**config.mk**
```make
export PLATFORM = sky130hd
export DESIGN_NAME = eeq_status
export DESIGN_NICKNAME = d
export VERILOG_FILES = /design/src/pkg/eeq_pkg.sv /design/src/pkg/eeq_q_if.sv /design/src/eeq_status.sv /design/src/eeq_err_queue.sv
export SDC_FILE = /design/constraint.sdc
export NUM_CORES = 1
export LEC_CHECK = 0
export ABC_AREA = 1
export BUFFER_PORTS_ARGS = -buffer_cell sky130_fd_sc_hd__buf_2
export CAP_MARGIN = 20
export CORE_MARGIN = 2
export CORE_UTILIZATION = 60
export DETAILED_ROUTE_END_ITERATION = 10
export PLACE_DENSITY = 0.8
export SKIP_CTS_REPAIR_TIMING = 1
export SLEW_MARGIN = 20
export SYNTH_ARGS = -nofsm -noshare
export SYNTH_HDL_FRONTEND = slang
export SYNTH_SLANG_ARGS = --single-unit
```
**constraint.sdc**
```tcl
create_clock -name mclk -period 6.9 [get_ports mclk]
set_input_delay 0.69 -clock mclk [delete_from_list [all_inputs] [get_ports mclk]]
set_output_delay 0.69 -clock mclk [all_outputs]
set_load 0.05 [all_outputs]
```
**src/pkg/eeq_pkg.sv**
```systemverilog
/*
 Constants for the status reporting block: event enable mask layout,
 error codes, queue sizing and setting limits.
 Assumes a single 100 MHz clock and a synchronous active-low reset.
*/
// Behaviour
// - Eight-bit mask gates latched events onto summary
// - Mask query returns weighted sum of bits
// - Mask write sets bits; zero clears all
// - Weights: OPC,RQC,QYE,DDE,EXE,CME,URQ,PON
// - Invalid command creates queued error entry
// - Queue returns oldest entry first, one per read
// - Empty queue read returns code zero
// - Beyond thirty errors mark overflow, drop rest
// - Power loss and clear-status empty queue
// - Entry is signed code plus short text; queue stores the 16-bit code only
// - Parser faults use command error codes
// - Unidentified separator fault may report generic
// - Execution faults use execution error codes
// - Burst versus sequence request is conflict
// - Filter versus built-in sine is conflict
// - Timing sum over full period conflicts
// - Level over output-mode limit conflicts
// - Wrong advance mode change conflicts
// - Device faults use codes -300, -311
// - Query over busy buffer reports -410
// - Event latch cleared by read, clear, power
package eeq_pkg;

  // Event latch and mask layout
  localparam int EEQ_EV_W = 8;
  localparam int EEQ_EV_OPC = 0;
  localparam int EEQ_EV_RQC = 1;
  localparam int EEQ_EV_QYE = 2;
  localparam int EEQ_EV_DDE = 3;
  localparam int EEQ_EV_EXE = 4;
  localparam int EEQ_EV_CME = 5;
  localparam int EEQ_EV_URQ = 6;
  localparam int EEQ_EV_PON = 7;
  localparam logic [7:0] EEQ_ESE_RST = 8'h00;
  localparam logic [7:0] EEQ_ESR_RST = 8'h00;

  // Error queue sizing
  localparam int EEQ_Q_DEPTH = 30;
  localparam int EEQ_MSG_MAX = 80;

  // Signed error codes, two's complement
  localparam logic [15:0] EEQ_E_NONE = 16'h0000;
  localparam logic [15:0] EEQ_E_CMD = 16'hff9c;
  localparam logic [15:0] EEQ_E_CHAR = 16'hff9b;
  localparam logic [15:0] EEQ_E_SYNTAX = 16'hff9a;
  localparam logic [15:0] EEQ_E_SEP = 16'hff99;
  localparam logic [15:0] EEQ_E_TYPE = 16'hff98;
  localparam logic [15:0] EEQ_E_EXTRA = 16'hff94;
  localparam logic [15:0] EEQ_E_MISS = 16'hff93;
  localparam logic [15:0] EEQ_E_NUM = 16'hff80;
  localparam logic [15:0] EEQ_E_SUFFIX = 16'hff7d;
  localparam logic [15:0] EEQ_E_CHDATA = 16'hff6c;
  localparam logic [15:0] EEQ_E_EXEC = 16'hff38;
  localparam logic [15:0] EEQ_E_CONFL = 16'hff23;
  localparam logic [15:0] EEQ_E_RANGE = 16'hff22;
  localparam logic [15:0] EEQ_E_ILLEG = 16'hff20;
  localparam logic [15:0] EEQ_E_DEV = 16'hfed4;
  localparam logic [15:0] EEQ_E_MEM = 16'hfec9;
  localparam logic [15:0] EEQ_E_OVF = 16'hfea2;
  localparam logic [15:0] EEQ_E_QINT = 16'hfe66;

  // Parser fault kinds
  localparam logic [3:0] EEQ_CK_GEN = 4'h0;
  localparam logic [3:0] EEQ_CK_CHAR = 4'h1;
  localparam logic [3:0] EEQ_CK_SYNTAX = 4'h2;
  localparam logic [3:0] EEQ_CK_SEP = 4'h3;
  localparam logic [3:0] EEQ_CK_TYPE = 4'h4;
  localparam logic [3:0] EEQ_CK_EXTRA = 4'h5;
  localparam logic [3:0] EEQ_CK_MISS = 4'h6;
  localparam logic [3:0] EEQ_CK_NUM = 4'h7;
  localparam logic [3:0] EEQ_CK_SUFFIX = 4'h8;
  localparam logic [3:0] EEQ_CK_CHDATA = 4'h9;
  localparam logic [3:0] EEQ_CK_SEPGEN = 4'ha;

  // Execution fault kinds
  localparam logic [1:0] EEQ_XK_GEN = 2'h0;
  localparam logic [1:0] EEQ_XK_RANGE = 2'h1;
  localparam logic [1:0] EEQ_XK_ILLEG = 2'h2;
  localparam logic [1:0] EEQ_XK_CONFL = 2'h3;

  // Output modes and level limits in millivolts
  localparam logic [1:0] EEQ_SYMMETRIC_OUTPUT_MODE = 2'h0;
  localparam logic [1:0] EEQ_POSITIVE_OUTPUT_MODE = 2'h1;
  localparam logic [1:0] EEQ_NEGATIVE_OUTPUT_MODE = 2'h2;
  localparam logic [17:0] EEQ_LIM_SYM_MV = 18'h055f0;
  localparam logic [17:0] EEQ_LIM_PK_MV = 18'h04e20;
  localparam logic [9:0] EEQ_PCT_FULL = 10'h064;

  // Parser fault kind to error code
  function automatic logic [15:0] eeq_cmd_code(input logic [3:0] k);
    logic [15:0] c;
    c = EEQ_E_CMD;
    case (k)
      EEQ_CK_CHAR: c = EEQ_E_CHAR;
      EEQ_CK_SYNTAX: c = EEQ_E_SYNTAX;
      EEQ_CK_SEP: c = EEQ_E_SEP;
      EEQ_CK_TYPE: c = EEQ_E_TYPE;
      EEQ_CK_EXTRA: c = EEQ_E_EXTRA;
      EEQ_CK_MISS: c = EEQ_E_MISS;
      EEQ_CK_NUM: c = EEQ_E_NUM;
      EEQ_CK_SUFFIX: c = EEQ_E_SUFFIX;
      EEQ_CK_CHDATA: c = EEQ_E_CHDATA;
      default: c = EEQ_E_CMD;
    endcase
    return c;
  endfunction : eeq_cmd_code

endpackage : eeq_pkg

```
**src/pkg/eeq_q_if.sv**
```systemverilog
/*
 Link between the status block and its error queue.
 Assumes both ends share mclk.
*/
`timescale 1ns/10ps
interface eeq_q_if;
  logic push;
  logic [15:0] push_code;
  logic pop;
  logic clr;
  logic [15:0] head_code;
  logic empty;
  logic full;
  modport owner (output push, push_code, pop, clr,
                 input head_code, empty, full);
  modport queue (input push, push_code, pop, clr,
                 output head_code, empty, full);
endinterface : eeq_q_if

```
**src/eeq_status.sv**
```systemverilog
/*
 Status reporting top: event enable mask, event latch with summary bit,
 setting conflict checks and the error queue reader.
 Assumes command strobes are one-cycle pulses synchronous to mclk,
 decoded by the command parser outside this block.
*/
`timescale 1ns/10ps
module eeq_status #(
  parameter int QDEPTH = eeq_pkg::EEQ_Q_DEPTH
) (
  // Clock and reset
  input wire logic mclk,
  input wire logic rst_n,
  // Enable mask access
  input wire logic ese_wr,
  input wire logic [7:0] ese_wdata,
  input wire logic ese_rd,
  output logic [7:0] ese_rdata_q,
  output logic ese_rvalid_q,
  // Event latch and summary
  input wire logic [7:0] ev_set,
  input wire logic esr_rd,
  output logic [7:0] esr_rdata_q,
  output logic esr_rvalid_q,
  output logic esb_q,
  // Clear status
  input wire logic cls,
  // Parser, execution and device faults
  input wire logic cmd_err,
  input wire logic [3:0] cmd_kind,
  input wire logic exe_err,
  input wire logic [1:0] exe_kind,
  input wire logic dev_err,
  input wire logic mem_err,
  // Setting change requests
  input wire logic chk_valid,
  input wire logic chk_burst,
  input wire logic chk_seq,
  input wire logic chk_filt,
  input wire logic chk_sine,
  input wire logic chk_cont,
  input wire logic chk_trig,
  input wire logic chk_level,
  input wire logic chk_timing,
  // Present instrument settings
  input wire logic burst_on,
  input wire logic seq_on,
  input wire logic filt_on,
  input wire logic sine_on,
  input wire logic adv_single,
  input wire logic adv_auto,
  input wire logic [1:0] out_mode,
  input wire logic [15:0] ampl_mv,
  input wire logic [15:0] offs_mv,
  input wire logic [9:0] tsum_pct,
  // Query arrival
  input wire logic qry_new,
  input wire logic outbuf_busy,
  // Error queue read
  input wire logic err_rd,
  output logic [15:0] err_code_q,
  output logic err_rvalid_q,
  output logic err_pending_q
);

  // ----------------------------------------
  // Queue instance
  // ----------------------------------------

  eeq_q_if qi ();

  eeq_err_queue #(.DEPTH(QDEPTH)) u_queue (
    .mclk(mclk),
    .rst_n(rst_n),
    .q(qi.queue)
  );

  // ----------------------------------------
  // Setting conflict checks
  // ----------------------------------------

  logic [16:0] half_amp, abs_off;
  logic [17:0] lvl_sum, lvl_lim;
  logic lvl_over, time_over, mode_cf, filt_cf, adv_cf, conflict;

  // Half amplitude plus offset magnitude against the mode limit
  always_comb begin
    half_amp = {2'b00, ampl_mv[15:1]};
    abs_off = offs_mv[15] ? 17'(-{offs_mv[15], offs_mv})
                          : {1'b0, offs_mv};
    lvl_sum = {1'b0, half_amp} + {1'b0, abs_off};
    lvl_lim = (out_mode == eeq_pkg::EEQ_SYMMETRIC_OUTPUT_MODE)
              ? eeq_pkg::EEQ_LIM_SYM_MV
              : eeq_pkg::EEQ_LIM_PK_MV;
    lvl_over = chk_level && (lvl_sum > lvl_lim);
  end

  // Individual conflict cases
  assign time_over = chk_timing
                     && (tsum_pct > eeq_pkg::EEQ_PCT_FULL);
  assign mode_cf = (chk_burst && seq_on)
                   || (chk_seq && burst_on);
  assign filt_cf = (chk_filt && sine_on)
                   || (chk_sine && filt_on);
  assign adv_cf = (chk_cont && adv_single)
                  || (chk_trig && adv_auto);
  assign conflict = chk_valid
                    && (mode_cf || filt_cf || adv_cf
                        || time_over || lvl_over);

  // ----------------------------------------
  // Error source selection
  // ----------------------------------------

  logic exe_any, dev_any, qry_int;
  logic [15:0] exe_code;

  // Execution fault code from kind or a detected conflict
  always_comb begin
    exe_any = exe_err || conflict;
    case (exe_kind)
      eeq_pkg::EEQ_XK_RANGE: exe_code = eeq_pkg::EEQ_E_RANGE;
      eeq_pkg::EEQ_XK_ILLEG: exe_code = eeq_pkg::EEQ_E_ILLEG;
      eeq_pkg::EEQ_XK_CONFL: exe_code = eeq_pkg::EEQ_E_CONFL;
      default: exe_code = eeq_pkg::EEQ_E_EXEC;
    endcase
    if (conflict) exe_code = eeq_pkg::EEQ_E_CONFL;
  end

  assign dev_any = dev_err || mem_err;
  assign qry_int = qry_new && outbuf_busy;

  // One entry per cycle: parser, execution, device, query
  always_comb begin
    qi.push = 1'b1;
    qi.push_code = eeq_pkg::EEQ_E_NONE;
    if (cmd_err) begin
      qi.push_code = eeq_pkg::eeq_cmd_code(cmd_kind);
    end else if (exe_any) begin
      qi.push_code = exe_code;
    end else if (mem_err) begin
      qi.push_code = eeq_pkg::EEQ_E_MEM;
    end else if (dev_err) begin
      qi.push_code = eeq_pkg::EEQ_E_DEV;
    end else if (qry_int) begin
      qi.push_code = eeq_pkg::EEQ_E_QINT;
    end else begin
      qi.push = 1'b0;
    end
  end

  // Queue pop on read; clear-status empties it
  assign qi.pop = err_rd;
  assign qi.clr = cls;

  // ----------------------------------------
  // Enable mask
  // ----------------------------------------

  logic [7:0] ese_q, ese_d;

  // Mask write replaces every bit; zero clears all
  always_comb begin
    ese_d = ese_q;
    if (ese_wr) ese_d = ese_wdata;
  end

  always_ff @(posedge mclk) begin
    if (!rst_n) ese_q <= eeq_pkg::EEQ_ESE_RST;
    else ese_q <= ese_d;
  end

  // Mask query answers the binary-weighted bit sum
  always_ff @(posedge mclk) begin
    if (!rst_n) begin
      ese_rdata_q <= 8'h00;
      ese_rvalid_q <= 1'b0;
    end else begin
      ese_rvalid_q <= ese_rd;
      if (ese_rd) ese_rdata_q <= ese_q;
    end
  end

  // ----------------------------------------
  // Event latch and summary bit
  // ----------------------------------------

  logic [7:0] esr_q, esr_d, ev_now;

  // Error events feed their latch positions
  always_comb begin
    ev_now = ev_set;
    ev_now[eeq_pkg::EEQ_EV_CME] = ev_set[eeq_pkg::EEQ_EV_CME]
                                  | cmd_err;
    ev_now[eeq_pkg::EEQ_EV_EXE] = ev_set[eeq_pkg::EEQ_EV_EXE]
                                  | exe_any;
    ev_now[eeq_pkg::EEQ_EV_DDE] = ev_set[eeq_pkg::EEQ_EV_DDE]
                                  | dev_any;
    ev_now[eeq_pkg::EEQ_EV_QYE] = ev_set[eeq_pkg::EEQ_EV_QYE]
                                  | qry_int;
  end

  // Read or clear-status empties the latch; new events win
  always_comb begin
    esr_d = esr_q;
    if (esr_rd || cls) esr_d = 8'h00;
    esr_d = esr_d | ev_now;
  end

  always_ff @(posedge mclk) begin
    if (!rst_n) esr_q <= eeq_pkg::EEQ_ESR_RST;
    else esr_q <= esr_d;
  end

  // Destructive latch read
  always_ff @(posedge mclk) begin
    if (!rst_n) begin
      esr_rdata_q <= 8'h00;
      esr_rvalid_q <= 1'b0;
    end else begin
      esr_rvalid_q <= esr_rd;
      if (esr_rd) esr_rdata_q <= esr_q;
    end
  end

  // Summary bit tracks latch and mask as registered
  always_ff @(posedge mclk) begin
    if (!rst_n) esb_q <= 1'b0;
    else esb_q <= |(esr_d & ese_d);
  end

  // ----------------------------------------
  // Error queue read
  // ----------------------------------------

  // Oldest code, or zero when nothing is stored
  always_ff @(posedge mclk) begin
    if (!rst_n) begin
      err_code_q <= eeq_pkg::EEQ_E_NONE;
      err_rvalid_q <= 1'b0;
    end else begin
      err_rvalid_q <= err_rd;
      if (err_rd) err_code_q <= qi.head_code;
    end
  end

  // Queue holds entries
  always_ff @(posedge mclk) begin
    if (!rst_n) err_pending_q <= 1'b0;
    else err_pending_q <= !qi.empty;
  end
endmodule : eeq_status

```
**src/eeq_err_queue.sv**
```systemverilog
/*
 Error queue: first-in first-out store of signed error codes with
 overflow marking. Assumes one push and one pop at most per cycle.
*/
`timescale 1ns/10ps
module eeq_err_queue #(
  parameter int DEPTH = eeq_pkg::EEQ_Q_DEPTH
) (
  // Clock and reset
  input wire logic mclk,
  input wire logic rst_n,
  // Queue port
  eeq_q_if.queue q
);
  localparam int AW = $clog2(DEPTH);
  localparam logic [AW-1:0] LAST = AW'(DEPTH - 1);

  logic [15:0] mem_q [DEPTH];
  logic [AW-1:0] rd_q, wr_q;
  logic [AW:0] cnt_q;
  logic ovf_q, do_pop, accept, replace;

  // Circular pointer steps
  function automatic logic [AW-1:0] nxt(input logic [AW-1:0] p);
    return (p == LAST) ? '0 : p + 1'b1;
  endfunction : nxt
  function automatic logic [AW-1:0] prv(input logic [AW-1:0] p);
    return (p == '0) ? LAST : p - 1'b1;
  endfunction : prv

  // Status and handshake terms
  assign q.empty = (cnt_q == '0);
  assign q.full = (cnt_q == (AW+1)'(DEPTH));
  assign do_pop = q.pop && !q.empty;
  assign accept = q.push && (!q.full || do_pop);
  assign replace = q.push && q.full && !do_pop && !ovf_q;
  assign q.head_code = q.empty ? eeq_pkg::EEQ_E_NONE : mem_q[rd_q];

  // Pointers, fill count and overflow mark
  always_ff @(posedge mclk) begin
    if (!rst_n || q.clr) begin
      rd_q <= '0;
      wr_q <= '0;
      cnt_q <= '0;
      ovf_q <= 1'b0;
    end else begin
      if (do_pop) rd_q <= nxt(rd_q);
      if (accept) wr_q <= nxt(wr_q);
      if (accept && !do_pop) cnt_q <= cnt_q + 1'b1;
      else if (do_pop && !accept) cnt_q <= cnt_q - 1'b1;
      if (do_pop) ovf_q <= 1'b0;
      else if (replace) ovf_q <= 1'b1;
    end
  end

  // Entry storage; newest slot turns into the overflow marker
  always_ff @(posedge mclk) begin
    if (accept) mem_q[wr_q] <= q.push_code;
    else if (replace) mem_q[prv(wr_q)] <= eeq_pkg::EEQ_E_OVF;
  end
endmodule : eeq_err_queue

```
* Word-level counts from Yosys, hierarchy flattened
Memories as Yosys holds them, arrays and structs flattened. A register that Yosys moved wholly into a read port is not among the register bits.
Cells that the tools add are included.
** Storage, ports and cells
- Input port bits :: 94
- Output and inout bits :: 37
- Memories kept :: 2
- Memory bits (writable) :: 480
- Bits in latches :: 0
- Register bits :: 70
- ROM bits :: 128
- Word-level logic and storage cells :: 111
** Memories
- u_queue.mem_q :: depth 30, width 16, rd ports 1, clocked after memory_dff 1, wr ports 1, line eeq_err_queue.sv:18 : logic [15:0] mem_q [DEPTH];
- (name not given) :: depth 16, width 8, rd ports 1, clocked after memory_dff 0, wr ports 0, line eeq_pkg.sv:99 : case (k)
** Operators by class
- Bitwise logic cells :: 6
- Multiplexer cells :: 32
- Shift operators :: 0
- Multipliers :: 0
- $lt $le $gt $ge :: 2
- Add/subtract/negate cells :: 7
- Divide/modulo/power cells :: 0
- Reduce and logical (&&, ||, !) cells :: 42
- Equality and inequality tests :: 6
** Operators by type and width (number)
- two-way mux 16 bit :: 8
- two-way mux 5 bit :: 6
- adder 15 x 17 -> 18 bit :: 1
- greater-than comparator 18 x 15 -> 1 bit :: 1
- logical AND 1 bit :: 17
- two-way mux 17 bit :: 1
- negation 17 bit :: 1
- two-way mux 8 bit :: 2
- OR reduction 16 bit :: 1
- case mux 5 bit (3 select lines) :: 1
- two-way mux 13 bit :: 1
- logical OR 1 bit :: 12
- two-way mux 6 bit :: 2
- two-way mux 1 bit :: 11
- adder 5 x 1 -> 5 bit, second input constant :: 2
- equality test 5 bit, second input constant :: 2
- greater-than comparator 10 x 7 -> 1 bit, second input constant :: 1
- bitwise AND 8 bit :: 1
- bitwise OR 8 bit :: 1
- OR reduction 8 bit :: 1
- adder 6 x 1 -> 6 bit, second input constant :: 1
- equality test 6 x 5 -> 1 bit, second input constant :: 1
- logical NOT 1 bit :: 6
- logical NOT 6 bit :: 1
- 9 further kinds :: 13

* Logic depth before layout (Yosys ltp)
Gate-level depths: netlist of run 1.
- Word-level depth :: 18
- Gate-level depth with buffers :: 40
- Depth with buffers taken out :: 40

* Cells and area by module
A second synthesis of run 1 with hierarchy kept.
** Second synthesis, totals
- Cells, all modules :: 2409
- Area total of the unflattened synthesis :: 24756.2 sq um
** By module, submodules not included
- eeq_err_queue :: seq. area each 14854.2 sq um, area each 21122.8 sq um, cells an instance 1864, times used 1
- eeq_status :: seq. area each 1061.0 sq um, area each 3633.5 sq um, cells an instance 545, times used 1

* Worst setup path after synthesis of run 1
No wires, ideal clock.
- Path kind :: input -> register
- Start point :: in offs_mv[1]
- End point :: mem u_queue.mem_q[0][0] (data pin)
- Library setup time :: 451 ps
- Cell stages on the path :: 25
- Data arrival time :: 5771 ps
- Required time :: 6449 ps
- Path buffers :: 1
- Setup slack :: 678 ps
- Cells stage by stage :: inv_1 ha_1 nand2_1 nor2_1 or3b_2 o31ai_1 nand2_1 xor2_1 ha_1 a31oi_1 nand2_1 xor2_1 ha_1 a21oi_1 nand3_1 a21oi_1 nand2_1 nand3_1 nand2_1 nand2_2 nand4_4 nand2_4 buf_6 inv_2 a211oi_1
** Between the ends
- Longest elaborated chain between the ends :: 18
- Elaborated cells between the ends (all ways) :: 22
- Classes of those cells :: add/sub: 2; order compare: 1; mux: 10; reduce/logical: 9
** RTL lines
- start: declaration :: line eeq_status.sv:54 : input wire logic [15:0] offs_mv,
- negation 17 bit :: line eeq_status.sv:89 : abs_off = offs_mv[15] ? 17'(-{offs_mv[15], offs_mv})
- two-way mux 17 bit * :: line eeq_status.sv:89
- adder 15 x 17 -> 18 bit * :: line eeq_status.sv:91 : lvl_sum = {1'b0, half_amp} + {1'b0, abs_off};
- greater-than comparator 18 x 15 -> 1 bit * :: line eeq_status.sv:95 : lvl_over = chk_level && (lvl_sum > lvl_lim);
- logical AND 1 bit * :: line eeq_status.sv:95
- logical OR 1 bit * :: line eeq_status.sv:109 : || time_over || lvl_over);
- logical AND 1 bit * :: line eeq_status.sv:108 : && (mode_cf || filt_cf || adv_cf
- logical OR 1 bit :: line eeq_status.sv:120 : exe_any = exe_err || conflict;
- two-way mux 1 bit :: line eeq_status.sv:139 : end else if (exe_any) begin
- two-way mux 1 bit :: line eeq_status.sv:137 : if (cmd_err) begin
- logical AND 1 bit (3 in series) :: line eeq_err_queue.sv:36 : assign replace = q.push && q.full && !do_pop && !ovf_q;
- two-way mux 1 bit :: line eeq_err_queue.sv:59 : else if (replace) mem_q[prv(wr_q)] <= eeq_pkg::EEQ_E_OVF;
- two-way mux 1 bit :: line eeq_err_queue.sv:58 : if (accept) mem_q[wr_q] <= q.push_code;
- two-way mux 1 bit (implied by the code) :: line eeq_err_queue.sv:59
- OR reduction 16 bit (no source line)
- two-way mux 16 bit (no source line) *
- end: declaration :: line eeq_err_queue.sv:18
Mark *: on every way between the ends. The rest lies on a longest branch, timed or not.

* Worst setup path in the final report of run 1
- Start point :: in offs_mv[0]
- End point :: reg u_queue.cnt_q[5]
** Between the ends
- Longest elaborated chain between the ends :: 14
- Elaborated cells between the ends (all ways) :: 16
- Classes of those cells :: add/sub: 2; order compare: 1; mux: 4; reduce/logical: 9
** RTL lines
- negation 17 bit :: line eeq_status.sv:89
- two-way mux 17 bit * :: line eeq_status.sv:89
- adder 15 x 17 -> 18 bit * :: line eeq_status.sv:91
- greater-than comparator 18 x 15 -> 1 bit * :: line eeq_status.sv:95
- logical AND 1 bit * :: line eeq_status.sv:95
- logical OR 1 bit * :: line eeq_status.sv:109
- logical AND 1 bit * :: line eeq_status.sv:108
- logical OR 1 bit * :: line eeq_status.sv:120
- two-way mux 1 bit * :: line eeq_status.sv:139
- two-way mux 1 bit * :: line eeq_status.sv:137
- logical AND 1 bit * :: line eeq_err_queue.sv:35 : assign accept = q.push && (!q.full || do_pop);
- named net u_queue.accept :: line eeq_err_queue.sv:21 : logic ovf_q, do_pop, accept, replace;
- logical NOT 1 bit :: line eeq_err_queue.sv:50 : else if (do_pop && !accept) cnt_q <= cnt_q - 1'b1;
- logical AND 1 bit :: line eeq_err_queue.sv:50
- nonzero test 2 bit (no source line)
- end signal: assignment :: line eeq_err_queue.sv:49 : if (accept && !do_pop) cnt_q <= cnt_q + 1'b1;
- end signal: assignment :: line eeq_err_queue.sv:50
- end: declaration :: line eeq_err_queue.sv:20 : logic [AW:0] cnt_q;
The timed path passes the listed nets; every way through them passes the cells marked *.
A chain may end at the register's enable or synchronous reset.

==> run_results.csv, run 1 <==
group,metric,value,unit
timing,setup_viol,0,
power_and_ir_drop,irDropWorstVdd,338,uV
run,cap_viol_max_count,0,
power_and_ir_drop,p_sw,0.00149,W
critical_path,start_kind,"input pin",
clock_network,htree_levels,2,
clock_network,clock_latency,0.53,ns
finish,nNetsFinal,1854,
power_and_ir_drop,power_leakage,7.38,nW
clock_network,cts_buffers,36,
synth,synth_area,0.0165,mm2
global_route,track_usage,0.286,
synth,synth_edf_count,300,
routing,antenna_left,0,
synth,yosysUniqueCellTypes,50,
critical_path,arrival,6.50,ns
power_and_ir_drop,combPwrFrac,0.168,
synth,synth_top_family_by_area,"simple AND/OR/NAND/NOR gates",
routing,viasPerCell,6.06,
floorplan,die_x,170,um
global_route,grt_pass1_wl,63900,um
timing,tightest_slew,0.962,ns
synth,yosysWarnings,0,
power_and_ir_drop,swShare,0.276,
critical_path,cpMostUsedCell,"nand2_1",
finish,fillers,1896,
finish,post-route-util,0.702,
timing,worst_slack,0.801,ns
hold_path,worstHoldPathType,"input pin to register",
critical_path,critical_path.max_stage_delay,0.50,ns
synth,synthCells,1575,
routing,drc,0,
synth,synth.top_cell.area_share,0.544,
timing,timing.setup.tns,0,ns
critical_path,cp-startpoint,"offs_mv[0]",
synth,async_flop_share,0,
placed_design,place_inst,2023,
routing,dr_total_vias,12700,
floorplan,rows,60,
global_route,grt_pass1_vias,12200,
critical_path,criticalPathCategory,"input pin to register",
global_route,grt_max_degree,84,
floorplan,initial_core_util,0.612,
placed_design,dp.final_hpwl,25300,um
placed_design,port_buffers,129,
floorplan,core-area,0.0270,mm2
routing,drt-pass1-iter-count,6,
synth,yosysMostFrequentCell,"edfxtp_1",
synth,synth_common_cells,"300 x edfxtp_1, 264 x nor2_1, 198 x nand2_1",
synth,yosys.area_share.simple,0.146,
floorplan,dieArea,0.0289,mm2
power_and_ir_drop,internal-power,0.00392,W
finish,antenna_cells,0,
synth,synthFlopType,"edfxtp_1",
global_route,antenna_found_initial,0,
timing,period_minus_slack,6.10,ns
synth,synth-compound-area-share,0.132,
clock_network,cts_tree,"done",
placed_design,pre_cts_slack,0.120,ns
synth,yosysSeqAreaShare,0.628,
finish,drive_gt1_frac,0.159,
power_and_ir_drop,power_frac_clock,0.366,
timing,timing.final.crit_share,0.884,
status,status,"finished, final reports clean",
synth,synth_top_cell_by_area,"edfxtp_1",
critical_path,crit_fanout,8,
synth,syn-mean-instance-area,10.5,um2
synth,synthMuxAreaShare,0.00484,
critical_path,slowest_stage,"or3b_2",
finish,multiInputGateArea,0.00548,mm2
global_route,grt_remaining_overflow,0,
placed_design,gp_congestion,0.886,
floorplan,boundaryPins,131,
synth,synth_xor_area_frac,0.0138,
synth,synth_fa_ha_area_frac,0.0312,
clock_network,cts.clk_slew.worst_paths,0.06,ns
synth,synth_seq_cells,369,
power_and_ir_drop,seqPwrFrac,0.466,
finish,final_cells,2088,
clock_network,cts_root_buf,"clkbuf_16",
timing,slew_violations,0,
synth,syn_nets,1709,
timing,hold_slack,0.428,ns
routing,wl_per_cell,19.7,um
synth,synth.area.top_cells,"edfxtp_1 54%, dfxtp_1 8.3%, nor2_1 6.0%",
clock_network,ctsLongestPathBuffers,3,
timing,slew-limit-headroom,0.358,
timing,rsz0062_at_grt,"no",
clock_network,cts.sink_count,369,
critical_path,required,7.30,ns
timing,max_freq,0.164,GHz
timing,finalHoldViolations,0,
floorplan,die-height,170,um
hold_path,min_from,"ev_set[1]",
finish,regArea,0.0104,mm2
power_and_ir_drop,cellPowerDensity,285,mW/mm2
routing,wl,41200,um
critical_path,cp-end-kind,"register",
finish,syn_to_final_growth,14.6,%
routing,drt-initial-drc-count,1638,
timing,skew,0.0278,ns
metal layers:
metal,wire length [um],GRT usage,vias up,share of wire
li1,-,-,5879,-
met1,16000,0.377,6002,0.39
met2,20100,0.490,693,0.49
met3,3980,0.0484,81,0.096
met4,1060,0.0881,0,0.026
met5,0,0,-,0
path summary, 6_finish.rpt:
kind                                    endpoint  slack (ns)  depth (start not counted)
worst max-delay path            u_queue.cnt_q[5]        0.80                         40
worst min register to register     err_code_q[8]        0.46                          2
worst min-delay path                    esr_q[1]        0.43                          3
worst max register to register     err_code_q[6]        3.64                          8
stage by stage:
step	total power, W	cell area [um2]
after floorplan	0.00321	16500
after global placement	0.00343	17800
after detailed placement	0.00346	17800
after CTS	0.00541	19000
after global routing	0.00560	19000
final	0.00541	19000
state kept, by name, indices dropped and copies added (netlist names), 5 cells and up, named ones only:
name and flops:
esr_q 8, u_queue.mem_q 300, u_queue.cnt_q 6, u_queue.wr_q 5
esr_rdata_q 8, u_queue.rd_q 5, ese_q 8, ese_rdata_q 8
err_code_q 10
cell usage in the layout (no fill, tap or decap), types with 3 or more instances in the layout:
| cell | n |
|---|---|
| a221oi_1 | 7 |
| dfxtp_1 | 67 |
| clkbuf_16 | 36 |
| nand4_1 | 12 |
| clkinv_2 | 6 |
| a31oi_1 | 10 |
| nand2_2 | 4 |
| nor2_2 | 3 |
| nor2_1 | 264 |
| clkbuf_1 | 5 |
| o211ai_1 | 13 |
| nand2_1 | 198 |
| a31o_2 | 4 |
| xnor2_1 | 9 |
| nor3b_1 | 3 |
| nor3_1 | 7 |
| inv_1 | 96 |
| nand3_1 | 66 |
| a21oi_1 | 60 |
| o221ai_1 | 40 |
| a32o_1 | 3 |
| mux2i_1 | 8 |
| ha_1 | 38 |
| o22ai_1 | 27 |
| bufinv_16 | 5 |
| edfxtp_1 | 300 |
| and2_1 | 3 |
| o21ai_0 | 191 |
| buf_2 | 129 |
| clkinv_1 | 12 |
| xor2_1 | 17 |
| inv_2 | 6 |
| buf_4 | 56 |
worst max-delay path: cells and delay by family:
family,cells,cell delay [ns]
AO/OA/AOI/OAI,9,1.38
AND/OR/NAND/NOR,17,2.27
buffers and inverters,7,0.60
adder cells (fa/ha/maj),5,1.29
XOR/XNOR,2,0.26
power by group through the flow:
stage	Sequential, W	Clock, W	Combinational (W)
floorplan	0.00263	0	0.000577
global placement	0.00257	0	0.000861
detailed placement	0.00257	0	0.000887
CTS	0.00252	0.00199	0.000898
global route	0.00253	0.00207	0.000996
finish	0.00253	0.00198	0.000909
layout make-up:
class                      count  area share
multi-input combinational   1020       0.289
sequential                   369       0.548
clock buffer                  43      0.0499
inverter                     108      0.0215
timing repair buffer         185      0.0562
clock inverter                22      0.0130
tap                          341      0.0225
kinds of logic (layout without fill, tap and decap cells):
kind of cell	after synthesis	in the layout
adders and majority gates	40	40
AOI/OAI and AO/OA	370	370
buffers and inverters	186	358
and+or+nand+nor	576	576
DFF	369	369
muxes	8	8
xor gates and xnor gates	26	26
(Power assumes the default switching activity.)
==> run 2: changes to the inputs <==
- RECOVER_POWER: default -> 25
==> run 2 against run 1 <==
  * The run now ends with max-capacitance violations, max-slew violations left
  * Combinational power down 0.7%
  * Fmax down 0.67%
  * Total power down 0.10%
  * Sequential power about the same
  * Cell count unchanged
  * Clock skew up 0.0014 ns
  * First-iteration DRC count up 2.8%
  * Setup slack worse by 0.041 ns
==> run_results.csv, run 2 (synthesized netlist as in run 1, its figures left out) <==
group,metric,value,unit
finish,layout_commonest_cell,"edfxtp_1",
timing,tightest_slew,2.71,ns
finish,drive_gt1_frac,0.135,
clock_network,cts_root_buf,"clkbuf_16",
finish,syn_to_final_growth,14.1,%
floorplan,core-area,0.0270,mm2
routing,wl,41100,um
routing,antenna_left,0,
critical_path,critical_path.max_stage_delay,0.50,ns
timing,timing.final.crit_share,0.890,
global_route,antenna_found_initial,0,
global_route,grtUsageMet1,0.377,
routing,drc,0,
power_and_ir_drop,power_leakage,7.22,nW
critical_path,slowest_stage,"or3b_2",
global_route,grt_pass1_wl,63900,um
global_route,grt_max_degree,84,
floorplan,die-height,170,um
clock_network,clock_latency,0.53,ns
clock_network,cts.sink_count,369,
global_route,grt_pass1_vias,12200,
placed_design,dp.final_hpwl,25300,um
timing,finalHoldViolations,0,
timing,rsz0062_at_grt,"no",
placed_design,gp_congestion,0.886,
floorplan,boundaryPins,131,
placed_design,port_buffers,129,
power_and_ir_drop,cellPowerDensity,286,mW/mm2
finish,largest_reg_flops,300,
critical_path,cpMostUsedCell,"nand2_1",
clock_network,cts_buffers,36,
timing,skew,0.0292,ns
power_and_ir_drop,irDropWorstVdd,337,uV
floorplan,initial_core_util,0.612,
clock_network,htree_levels,2,
placed_design,place_inst,2023,
clock_network,cts_tree,"done",
critical_path,arrival,6.54,ns
floorplan,dieArea,0.0289,mm2
power_and_ir_drop,power.total,0.00541,W
routing,viasPerCell,6.09,
routing,wl_per_cell,19.7,um
routing,dr_total_vias,12700,
critical_path,start_kind,"input pin",
global_route,grt_remaining_overflow,0,
status,failed_checks,"max-capacitance violations, max-slew violations",
finish,largestRegisters,"u_queue.mem_q x300, err_code_q x10",
critical_path,criticalPathCategory,"input pin to register",
finish,final_cell_mix,"300 x edfxtp_1, 264 x nor2_1, 199 x nand2_1",
routing,drt-pass1-iter-count,6,
timing,timing.setup.tns,0,ns
global_route,track_usage,0.286,
hold_path,worstHoldPathType,"input pin to register",
floorplan,die_x,170,um
timing,period_minus_slack,6.14,ns
critical_path,cp-end-kind,"register",
global_route,met2_usage,0.490,
clock_network,ctsLongestPathBuffers,3,
finish,final_cells,2088,
timing,slew-limit-headroom,-0.816,
run,cap_viol_max_count,2,
timing,slew_violations,111,
finish,nNetsFinal,1854,
floorplan,rows,60,
global_route,gr-usage-met3,0.0484,
finish,antenna_cells,0,
finish,largest-register,"u_queue.mem_q",
clock_network,cts.clk_slew.worst_paths,0.06,ns
critical_path,required,7.30,ns
timing,setup_viol,0,
global_route,busiest_layer,"met2",
status,status,"finished with violations",
timing,max_freq,0.163,GHz
critical_path,crit_fanout,8,
routing,drt-initial-drc-count,1684,
## run 2: cell type report
cell class / count / area [um2]
Sequential cell: 369 / 10400
Fill cell: 1923 / 8140
Multi-Input combinational cell: 1020 / 5460
Timing Repair Buffer: 185 / 1010
Clock buffer: 43 / 947
Tap cell: 341 / 427
Inverter: 108 / 407
Clock inverter: 22 / 246
## run 2: through the flow
| step | hold WS (ns) | worst slack, ns | area (um2) | utilization |
|---|---|---|---|---|
| 2_1_floorplan | 0.428 | 0.678 | 16500 | - |
| 3_3_place_gp | 0.451 | 0.364 | 17800 | 0.657 |
| 3_5_place_dp | 0.454 | 0.120 | 17800 | 0.657 |
| 4_1_cts | 0.418 | 0.621 | 19000 | 0.701 |
| 5_1_grt | 0.426 | 0.0541 | 18900 | 0.699 |
| 6_report | 0.429 | 0.761 | 18900 | 0.699 |
## run 2: power breakdown
group / switching, W / internal [W]
Clock: 0.000807 / 0.00117
Combinational: 0.000635 / 0.000269
Sequential: 0.0000506 / 0.00248
## run 2: critical path, delay by kind of cell
family                     cells  cell delay (ns)
and+or+nand+nor               17             2.30
AOI/OAI and AO/OA              9             1.39
adders and majority gates      5             1.29
buffers and inverters          7             0.60
xor gates and xnor gates       2             0.26
## run 2: routing by layer
layer / vias to the layer above / share of wire
li1: 5877 / -
met1: 5998 / 0.38
met2: 730 / 0.48
met3: 113 / 0.099
met4: 0 / 0.033
met5: - / 0
## run 2: final timing paths
check	start	to	slack [ns]	cells after the start
worst min-delay path	ev_set[1]	esr_q[1]	0.43	3
worst max register to register	register	err_code_q[14]	0.95	10
worst min register to register	err_code_q[8]	err_code_q[8]	0.46	2
worst max-delay path	offs_mv[0]	u_queue.cnt_q[5]	0.76	40
